==> src/core/mwt_pkg.sv <==
package mwt_pkg;

  // Clock period of the timing logic.
  localparam int unsigned CLK_PERIOD_PS = 5000;

  // Documented times, each in its own unit.
  localparam int unsigned T_RESET_DELAY_MS = 8;
  localparam int unsigned T_POWER_UP_MAX_MS = 70;
  localparam int unsigned T_STBY_NORMAL_MAX_MS = 10;
  localparam int unsigned T_SLEEP_STBY_MAX_MS = 50;
  localparam int unsigned T_DOM_WAKE_MIN_NS = 5000;
  localparam int unsigned T_REC_WAKE_MIN_NS = 5000;
  localparam int unsigned T_REMOTE_WAKE_NS = 24000;
  localparam int unsigned T_LOCAL_WAKE_NS = 32000;
  localparam int unsigned T_WAKE_FILT_MIN_NS = 750;
  localparam int unsigned T_WAKE_FILT_MAX_NS = 5000;
  localparam int unsigned T_DOM_TIMEOUT_US = 1000;
  localparam int unsigned T_STARTUP_WD_MS = 300;

  // Cycle counts; least times round up, typical times round down.
  localparam int unsigned DOM_WAKE_CYC =
    (T_DOM_WAKE_MIN_NS * 1000 + CLK_PERIOD_PS - 1) / CLK_PERIOD_PS;
  localparam int unsigned REC_WAKE_CYC =
    (T_REC_WAKE_MIN_NS * 1000 + CLK_PERIOD_PS - 1) / CLK_PERIOD_PS;
  localparam int unsigned WAKE_FILT_CYC =
    (T_WAKE_FILT_MIN_NS * 1000 + CLK_PERIOD_PS - 1) / CLK_PERIOD_PS;
  localparam int unsigned REMOTE_WAKE_CYC =
    T_REMOTE_WAKE_NS * 1000 / CLK_PERIOD_PS;
  localparam int unsigned LOCAL_WAKE_CYC =
    T_LOCAL_WAKE_NS * 1000 / CLK_PERIOD_PS;
  localparam int unsigned DOM_TIMEOUT_CYC =
    T_DOM_TIMEOUT_US * 1000 / (CLK_PERIOD_PS / 1000);
  localparam int unsigned RESET_DELAY_CYC =
    T_RESET_DELAY_MS * 1000 * (1000 / (CLK_PERIOD_PS / 1000));
  localparam int unsigned STARTUP_WD_CYC =
    T_STARTUP_WD_MS * 1000 * (1000 / (CLK_PERIOD_PS / 1000));

  // Synchroniser lane positions.
  localparam int unsigned PIN_WAKE = 0;
  localparam int unsigned PIN_BUS = 1;
  localparam int unsigned PIN_TXD = 2;
  localparam int unsigned PIN_TRIG = 3;
  localparam int unsigned PIN_PGOOD = 4;
  localparam int unsigned PIN_N = 5;
  localparam logic [4:0] PIN_RESET = 5'h00;

  // Operating modes, one-hot.
  typedef enum logic [4:0] {
    MODE_RESET = 5'h01,
    MODE_STARTUP = 5'h02,
    MODE_STANDBY = 5'h04,
    MODE_NORMAL = 5'h08,
    MODE_SLEEP = 5'h10
  } mwt_mode_t;

  // Remote wake pattern progress.
  localparam logic [1:0] PAT_IDLE = 2'h0;
  localparam logic [1:0] PAT_DOM1 = 2'h1;
  localparam logic [1:0] PAT_REC = 2'h2;
  localparam logic [1:0] PAT_DONE = 2'h3;

endpackage

==> src/core/mwt_core.sv <==
// Functional notes
// - Power-up reaches standby within 70 ms.
// - Standby to normal within 10 ms.
// - Wake in sleep reaches standby within 50 ms.
// - Dominant wake phase counts only after 5 us.
// - Recessive wake phase counts only after 5 us.
// - Remote wake flagged 24 us after pattern.
// - Local wake declared 32 us after pin edge.
// - Wake pin filter delay 0.75 to 5 us.
// - Transmit input dominant timeout near 1000 us.
// - Bus dominant clamp timeout near 1000 us.
// - Start-up watchdog allows 300 ms for trigger.
// - Trigger accepted only in 0.375..0.625 window, except in start-up where any trigger edge is accepted.
// - Sleep left only on remote or local wake.
// - Missed start-up trigger reasserts reset again.
module mwt_core #(
  parameter int unsigned RES_CYC = mwt_pkg::RESET_DELAY_CYC,
  parameter int unsigned STARTUP_CYC = mwt_pkg::STARTUP_WD_CYC,
  parameter int unsigned DOM_TO_CYC = mwt_pkg::DOM_TIMEOUT_CYC,
  parameter int unsigned REM_WAKE_CYC = mwt_pkg::REMOTE_WAKE_CYC,
  parameter int unsigned LOC_WAKE_CYC = mwt_pkg::LOCAL_WAKE_CYC
) (
  // Clock and reset
  input wire logic clk_sys_i,
  input wire logic srst_i,
  // Pins from outside the clock domain
  input wire logic power_good_i,
  input wire logic wake_pin_i,
  input wire logic bus_dominant_i,
  input wire logic txd_dominant_i,
  input wire logic wd_trigger_i,
  // Host commands and watchdog period, same clock
  input wire logic req_normal_i,
  input wire logic req_standby_i,
  input wire logic req_sleep_i,
  input wire logic [31:0] periodic_supervisor_period_i,
  // Mode and reset
  output logic [4:0] mode_o,
  output logic host_rst_n_o,
  output logic wd_fault_o,
  // Wake events
  output logic remote_wake_o,
  output logic local_wake_o,
  // Transmitter supervision
  output logic tx_enable_o,
  output logic tx_drive_dominant_o,
  output logic txd_timeout_o,
  output logic bus_timeout_o
);

  function automatic logic [31:0] sat_inc(input logic [31:0] v);
    return (v == 32'hFFFF_FFFF) ? v : v + 32'h0000_0001;
  endfunction

  //////////////////////////////////////////////////////////////////////////
  // Pin synchronisers: a change counts once stages two and three agree.

  logic [4:0] pin_s1;
  logic [4:0] pin_s2;
  logic [4:0] pin_s3;
  logic [4:0] pin_q;
  wire [4:0] pins_raw = {wd_trigger_i, txd_dominant_i, bus_dominant_i,
                         wake_pin_i, power_good_i};
  wire [4:0] pins_in = {pins_raw[4], pins_raw[3], pins_raw[2],
                        pins_raw[1], pins_raw[0]};
  wire [4:0] pins_ordered = {pins_in[0], pins_in[4], pins_in[3],
                             pins_in[2], pins_in[1]};
  wire [4:0] next_pin_q = (pin_s2 & pin_s3) | (pin_q & (pin_s2 | pin_s3));

  always_ff @(posedge clk_sys_i) begin
    if (srst_i) begin
      pin_s1 <= mwt_pkg::PIN_RESET;
      pin_s2 <= mwt_pkg::PIN_RESET;
      pin_s3 <= mwt_pkg::PIN_RESET;
      pin_q <= mwt_pkg::PIN_RESET;
    end else begin
      pin_s1 <= pins_ordered;
      pin_s2 <= pin_s1;
      pin_s3 <= pin_s2;
      pin_q <= next_pin_q;
    end
  end

  wire wake_q = pin_q[mwt_pkg::PIN_WAKE];
  wire bus_q = pin_q[mwt_pkg::PIN_BUS];
  wire txd_q = pin_q[mwt_pkg::PIN_TXD];
  wire trig_q = pin_q[mwt_pkg::PIN_TRIG];
  wire pgood_q = pin_q[mwt_pkg::PIN_PGOOD];

  //////////////////////////////////////////////////////////////////////////
  // Mode state and shared timer (reset delay, start-up and window).

  mwt_pkg::mwt_mode_t state;
  mwt_pkg::mwt_mode_t next_state;
  logic [31:0] tmr;
  logic [31:0] next_tmr;
  logic next_fault;
  logic wake_boot;
  logic trig_prev;
  wire trig_edge = trig_q & ~trig_prev;
  wire wake_any = remote_wake_o | local_wake_o;

  // Window bounds at 3/8 and 5/8 of the programmed period.
  wire [31:0] wp = periodic_supervisor_period_i;
  wire [33:0] wp3 = {2'h0, wp} + {1'b0, wp, 1'b0};
  wire [34:0] wp5 = {3'h0, wp} + {1'b0, wp, 2'h0};
  wire [31:0] win_lo = wp3[33:2] >> 1;
  wire [31:0] win_hi = wp5[34:3];
  wire in_window = (tmr >= win_lo) && (tmr <= win_hi);
  wire res_done = tmr >= RES_CYC - 32'h0000_0001;
  wire startup_done = tmr >= STARTUP_CYC - 32'h0000_0001;

  always_comb begin
    next_state = state;
    next_tmr = sat_inc(tmr);
    next_fault = 1'b0;
    case (state)
      mwt_pkg::MODE_RESET: begin
        if (!pgood_q) begin
          next_tmr = 32'h0000_0000;
        end else if (res_done) begin
          // A wake boot skips the start-up watchdog.
          next_state = wake_boot ? mwt_pkg::MODE_STANDBY
                                 : mwt_pkg::MODE_STARTUP;
          next_tmr = 32'h0000_0000;
        end
      end
      mwt_pkg::MODE_STARTUP: begin
        if (trig_edge) begin
          next_state = mwt_pkg::MODE_STANDBY;
          next_tmr = 32'h0000_0000;
        end else if (startup_done) begin
          next_state = mwt_pkg::MODE_RESET;
          next_tmr = 32'h0000_0000;
          next_fault = 1'b1;
        end
      end
      mwt_pkg::MODE_STANDBY, mwt_pkg::MODE_NORMAL: begin
        if ((trig_edge && !in_window) || (tmr > win_hi)) begin
          next_state = mwt_pkg::MODE_RESET;
          next_tmr = 32'h0000_0000;
          next_fault = 1'b1;
        end else begin
          if (trig_edge) begin
            next_tmr = 32'h0000_0000;
          end
          if (req_sleep_i) begin
            next_state = mwt_pkg::MODE_SLEEP;
          end else if (req_normal_i) begin
            next_state = mwt_pkg::MODE_NORMAL;
          end else if (req_standby_i) begin
            next_state = mwt_pkg::MODE_STANDBY;
          end
        end
      end
      mwt_pkg::MODE_SLEEP: begin
        next_tmr = 32'h0000_0000;
        if (wake_any) begin
          next_state = mwt_pkg::MODE_RESET;
        end
      end
      default: begin
        next_state = mwt_pkg::MODE_RESET;
        next_tmr = 32'h0000_0000;
      end
    endcase
    // Supply loss outside sleep restarts the reset delay.
    if (!pgood_q && state != mwt_pkg::MODE_SLEEP &&
        state != mwt_pkg::MODE_RESET) begin
      next_state = mwt_pkg::MODE_RESET;
      next_tmr = 32'h0000_0000;
    end
  end

  always_ff @(posedge clk_sys_i) begin
    if (srst_i) begin
      state <= mwt_pkg::MODE_RESET;
      tmr <= 32'h0000_0000;
      wake_boot <= 1'b0;
      trig_prev <= 1'b0;
      wd_fault_o <= 1'b0;
    end else begin
      state <= next_state;
      tmr <= next_tmr;
      wake_boot <= (state == mwt_pkg::MODE_SLEEP) ||
                   (state == mwt_pkg::MODE_RESET && wake_boot);
      trig_prev <= trig_q;
      wd_fault_o <= next_fault;
    end
  end

  assign mode_o = state;
  assign host_rst_n_o = (state != mwt_pkg::MODE_RESET);

  //////////////////////////////////////////////////////////////////////////
  // Remote wake: qualified dominant, recessive, dominant, then delay.

  wire lp_active = (state == mwt_pkg::MODE_STANDBY) ||
                   (state == mwt_pkg::MODE_SLEEP);
  logic bus_prev;
  logic [31:0] run_cnt;
  logic [1:0] pat;
  logic [31:0] rw_cnt;
  // Short pulses of the other level restart the run but keep progress.
  wire run_same = (bus_q == bus_prev);
  wire qual_dom = run_same && bus_q &&
                  (run_cnt == mwt_pkg::DOM_WAKE_CYC - 1);
  wire qual_rec = run_same && !bus_q &&
                  (run_cnt == mwt_pkg::REC_WAKE_CYC - 1);
  wire rw_fire = (pat == mwt_pkg::PAT_DONE) &&
                 (rw_cnt >= REM_WAKE_CYC - 32'h0000_0001);
  wire [1:0] next_pat =
    !lp_active ? mwt_pkg::PAT_IDLE :
    (pat == mwt_pkg::PAT_IDLE && qual_dom) ? mwt_pkg::PAT_DOM1 :
    (pat == mwt_pkg::PAT_DOM1 && qual_rec) ? mwt_pkg::PAT_REC :
    (pat == mwt_pkg::PAT_REC && qual_dom) ? mwt_pkg::PAT_DONE :
    rw_fire ? mwt_pkg::PAT_IDLE : pat;

  always_ff @(posedge clk_sys_i) begin
    if (srst_i) begin
      bus_prev <= 1'b0;
      run_cnt <= 32'h0000_0000;
      pat <= mwt_pkg::PAT_IDLE;
      rw_cnt <= 32'h0000_0000;
      remote_wake_o <= 1'b0;
    end else begin
      bus_prev <= bus_q;
      run_cnt <= run_same ? sat_inc(run_cnt) : 32'h0000_0000;
      pat <= next_pat;
      rw_cnt <= (pat == mwt_pkg::PAT_DONE) ? sat_inc(rw_cnt)
                                           : 32'h0000_0000;
      remote_wake_o <= lp_active && rw_fire;
    end
  end

  //////////////////////////////////////////////////////////////////////////
  // Local wake: stability filter, then a fixed detection delay.

  logic wake_f;
  logic [31:0] wf_cnt;
  logic lw_busy;
  logic [31:0] lw_cnt;
  wire wf_differ = (wake_q != wake_f);
  wire wf_take = wf_differ &&
                 (wf_cnt >= mwt_pkg::WAKE_FILT_CYC - 1);
  wire lw_fire = lw_busy && (lw_cnt >= LOC_WAKE_CYC - 32'h0000_0001);

  always_ff @(posedge clk_sys_i) begin
    if (srst_i) begin
      wake_f <= 1'b0;
      wf_cnt <= 32'h0000_0000;
      lw_busy <= 1'b0;
      lw_cnt <= 32'h0000_0000;
      local_wake_o <= 1'b0;
    end else begin
      wake_f <= wf_take ? wake_q : wake_f;
      wf_cnt <= (wf_differ && !wf_take) ? sat_inc(wf_cnt)
                                        : 32'h0000_0000;
      lw_busy <= lp_active && (wf_take || (lw_busy && !lw_fire));
      lw_cnt <= (lw_busy && !wf_take) ? sat_inc(lw_cnt)
                                      : 32'h0000_0000;
      local_wake_o <= lp_active && lw_fire;
    end
  end

  //////////////////////////////////////////////////////////////////////////
  // Dominant timeouts. Both latch until the transmit input is recessive,
  // so a stuck input cannot keep the bus dominant.

  logic [31:0] txd_cnt;
  logic [31:0] bus_cnt;
  wire txd_fire = txd_q && (txd_cnt >= DOM_TO_CYC - 32'h0000_0001);
  wire bus_fire = bus_q && (bus_cnt >= DOM_TO_CYC - 32'h0000_0001);
  wire tx_on = (state == mwt_pkg::MODE_NORMAL) &&
               !txd_timeout_o && !bus_timeout_o;

  always_ff @(posedge clk_sys_i) begin
    if (srst_i) begin
      txd_cnt <= 32'h0000_0000;
      bus_cnt <= 32'h0000_0000;
      txd_timeout_o <= 1'b0;
      bus_timeout_o <= 1'b0;
      tx_enable_o <= 1'b0;
      tx_drive_dominant_o <= 1'b0;
    end else begin
      txd_cnt <= txd_q ? sat_inc(txd_cnt) : 32'h0000_0000;
      bus_cnt <= bus_q ? sat_inc(bus_cnt) : 32'h0000_0000;
      txd_timeout_o <= txd_fire || (txd_timeout_o && txd_q);
      bus_timeout_o <= bus_fire || (bus_timeout_o && txd_q);
      tx_enable_o <= tx_on;
      tx_drive_dominant_o <= tx_on && txd_q && !txd_fire && !bus_fire;
    end
  end

endmodule

==> config.mk <==
export PLATFORM = sky130hd
export DESIGN_NAME = mwt_core
export DESIGN_NICKNAME = d
export VERILOG_FILES = /design/src/core/mwt_pkg.sv /design/src/core/mwt_core.sv
export SDC_FILE = /design/constraint.sdc
export NUM_CORES = 1
export LEC_CHECK = 0
export ABC_CLOCK_PERIOD_IN_PS = 4700
export BUFFER_PORTS_ARGS = -buffer_cell sky130_fd_sc_hd__buf_4
export CORE_ASPECT_RATIO = 1.2
export CORE_UTILIZATION = 63
export CTS_CLUSTER_SIZE = 30
export DETAILED_ROUTE_END_ITERATION = 8
export PLACE_DENSITY_LB_ADDON = 0.08
export SETUP_SLACK_MARGIN = 0.5
export SLEW_MARGIN = 0
export SYNTH_ARGS = -nofsm -noshare
export SYNTH_HDL_FRONTEND = slang
export SYNTH_SLANG_ARGS = --single-unit
==> constraint.sdc <==
create_clock -name clk_sys_i -period 4.7 [get_ports clk_sys_i]
set_input_delay 0.235 -clock clk_sys_i [delete_from_list [all_inputs] [get_ports clk_sys_i]]
set_output_delay 0.235 -clock clk_sys_i [all_outputs]
set_load 0.05 [all_outputs]
==> flow_summary.json <==
{
  "worst_slew_pin_slew_ns": 1.18,
  "postRouteAntennaNets": 0,
  "syn_area_per_cell_um2": 8.51,
  "core_um2": 24000,
  "first_pass_iters": 4,
  "grt_pass1_wl_um": 54900,
  "synthCells": 1810,
  "synth_top_area_share_pct": 34.2,
  "die-area_um2": 25100,
  "dp_hpwl_um": 23300,
  "rrSetupSlack_ns": 1.88,
  "drtIter0Drc": 587,
  "worstPathArrival_ns": 4.47,
  "globalRouteTotalUtil_pct": 25.9,
  "io_buffers": 54,
  "cts_tree": "yes",
  "finClkSkew_ns": 0.0236,
  "rr_endpoint": "tmr[31]$_SDFF_PP0_",
  "route.detailed.drc": 0,
  "ir_drop_uv": 305,
  "ys.flop_type": "dfxtp_1",
  "p_per_area_nw_per_um2": 288,
  "cpPeakStageDelay_ns": 0.44,
  "relSlewSlack_pct": 21.0,
  "wl_per_cell_um": 14.4,
  "crit_start": "periodic_supervisor_period_i[11]",
  "synth_top_cell_by_area": "dfxtp_1",
  "maxSlewViolCount": 0,
  "hold_class": "in2reg",
  "grt_overflow": 0,
  "critPathSlowestCell": "a221o_1",
  "io_pins": 55,
  "endpoint_kind": "flop",
  "vias": 13068,
  "ys_top_cells_by_area": "dfxtp_1, ha_1, xor2_1, nor2_1, xnor2_1",
  "clock_path_buffers": 3,
  "crit_path_frequent_cell": "nor3_4",
  "htree_levels": 1,
  "whs_path_depth": 2,
  "drt_wl_total_um": 32400,
  "setup_violations": 0,
  "syn_area_um2": 15400,
  "fmax_mhz": 247,
  "period_minus_slack_ns": 4.04,
  "maxCapViolCount": 0,
  "clk_pin_slew_ns": 0.06,
  "synth_cell_type_count": 89,
  "areaGrowthSynthToFinish_pct": 13.4,
  "synth_edf_count": 0,
  "final_cell_mix": "dfxtp_1, nor2_1, xor2_1, ha_1, nand2_1",
  "nets": 2082,
  "num_rows": 62,
  "dpl.cell_count": 2183,
  "routed_via_density": 5.82,
  "clock_tree.root_cell": "clkbuf_16",
  "min-delay-start": "srst_i",
  "path_max_fanout": 4,
  "status": "finished, final reports clean",
  "finalHoldViolCount": 0,
  "cp-endpoint": "mode_o[2]$_SDFFE_PP0P_",
  "ys_seq_elements": 263,
  "ys_seq_area_share_pct": 34.2,
  "diodes": 0,
  "layout.cells.most_common": "dfxtp_1",
  "drive_gt1_share_pct": 9.92,
  "path_cells": "buf_4, ha_4, a21oi_1, o21ai_1, a221o_1, nor3_4, a21oi_4, o311ai_4, nand2_2, a21oi_2, xor2_1, ha_1, nand4_1, nor3_4, o2111ai_2, a31oi_2, o32ai_2, or2_1, o21a_1, o221a_2",
  "startpoint_type": "primary input",
  "die_h_um": 173,
  "worst-r2r-cell-count": 10,
  "r2r-start": "tmr[1]$_SDFF_PP0_",
  "ys_warn_count": 0,
  "period_share_pct": 86.0,
  "rsz0062_at_grt": "false",
  "numCtsBuffers": 28,
  "synth-async-reset-ratio_pct": 0,
  "clk_latency_ns": 0.54,
  "placement.setup.worst_slack_ns": -0.150,
  "cts_sinks": 263,
  "worst_slack_ns": 0.658,
  "start_util_pct": 64.3,
  "fin_util_pct": 72.9,
  "gp_congestion": 0.890,
  "path_class": "in2reg",
  "fin_cells": 2246,
  "grt_pass1_vias": 12259,
  "grt_start_max_net_pins": 36,
  "cp_data_required_time_ns": 5.12,
  "die_x_um": 145,
  "antenna_found_initial": 0,
  "leakagePower_nw": 6.80
}
-- worst min path at each step --
stage                                     endpoint  slack [ns]
after floorplan               pin_s1[0]$_SDFF_PP0_        0.36
after global placement        pin_s2[0]$_SDFF_PP0_        0.42
after detailed placement      pin_s2[0]$_SDFF_PP0_        0.42
after CTS                   tx_enable_o$_SDFF_PP0_        0.08
after global routing      bus_timeout_o$_SDFF_PP0_        0.12
final                          wake_f$_SDFFE_PP0P_        0.10
-- metrics by stage --
stage	power, mW	cell area, um^2	hold slack [ns]	TNS [ns]
after floorplan	2.74	15500	0.363	0
after global placement	2.88	16200	0.415	-0.00506
after detailed placement	2.90	16200	0.424	-2.93
after CTS	5.03	17200	0.0832	0
after global routing	5.25	17500	0.115	0
final	5.03	17500	0.102	0
-- synth_stat cells (all sizes together), types with 7 or more instances --
cell      n
clkbuf   27
o31ai     8
buf       9
nand4    72
nor4     43
nor3     38
xor2    150
o21ai    56
o211ai    7
and2     10
a21oi   100
xnor2    77
nand2   125
or2      15
nand3    98
mux2i     7
nor2b    39
or4       8
a21o     39
and4     26
ha      134
a211oi    8
nand2b   13
or3      23
nor2    255
dfxtp   263
inv      41
and3     35
o21a     16
a31oi    11
-- power by group --
group | total, mW | internal (mW) | switching [mW]
clock network | 2.13 | 1.23 | 0.895
logic | 0.646 | 0.284 | 0.361
registers | 2.26 | 2.25 | 0.0100
-- registers in the layout (all words and copies together) (netlist names), 32 cells and up --
signal	cells
wf_cnt	32
rw_cnt	32
lw_cnt	32
txd_cnt	32
run_cnt	32
tmr	32
bus_cnt	32
-- kinds of logic after synthesis --
| kind of cell | after synthesis | share of synthesized area (%) |
|---|---|---|
| flip-flops | 263 | 34.2 |
| multiplexers | 7 | 0.455 |
| buffers and inverters | 77 | 2.04 |
| XOR/XNOR | 227 | 12.9 |
| AO/OA/AOI/OAI | 284 | 12.1 |
| AND/OR/NAND/NOR | 816 | 27.3 |
| adder cells (fa/ha/maj) | 135 | 11.0 |
| other | 1 | 0.0243 |
-- what timing repair did --
| action | in CTS | in global routing |
|---|---|---|
| setup buffers | 0 | 5 |
| setup endpoints to repair | 29 | 38 |
| hold buffers | 7 | 0 |
| pin swaps | 0 | 28 |
| hold endpoints to repair | 7 | 0 |
| resized for setup | 2 | 38 |
-- cell type report --
type | instances | area, um^2
clock buffer | 39 | 792
sequential | 263 | 5270
multi-input combinational | 1493 | 10100
tap | 320 | 400
clock inverter | 12 | 110
timing repair buffer | 78 | 607
inverter | 41 | 154
fill | 1843 | 6490
-- worst max-delay path: cells and delay by family --
kind | cells | cell delay [ns]
buffers and inverters | 1 | 0.14
adder cells (fa/ha/maj) | 2 | 0.56
AO/OA/AOI/OAI | 11 | 2.34
XOR/XNOR | 1 | 0.10
AND/OR/NAND/NOR | 5 | 1.07
-- per-layer routing --
layer,vias up,global-route usage [%],wire length (um)
li1,6654,-,-
met1,6137,33.7,14900
met2,213,45.1,15600
met3,64,2.85,1160
met4,0,6.58,674
met5,-,0,0
Power figures use the tool's default switching activity.
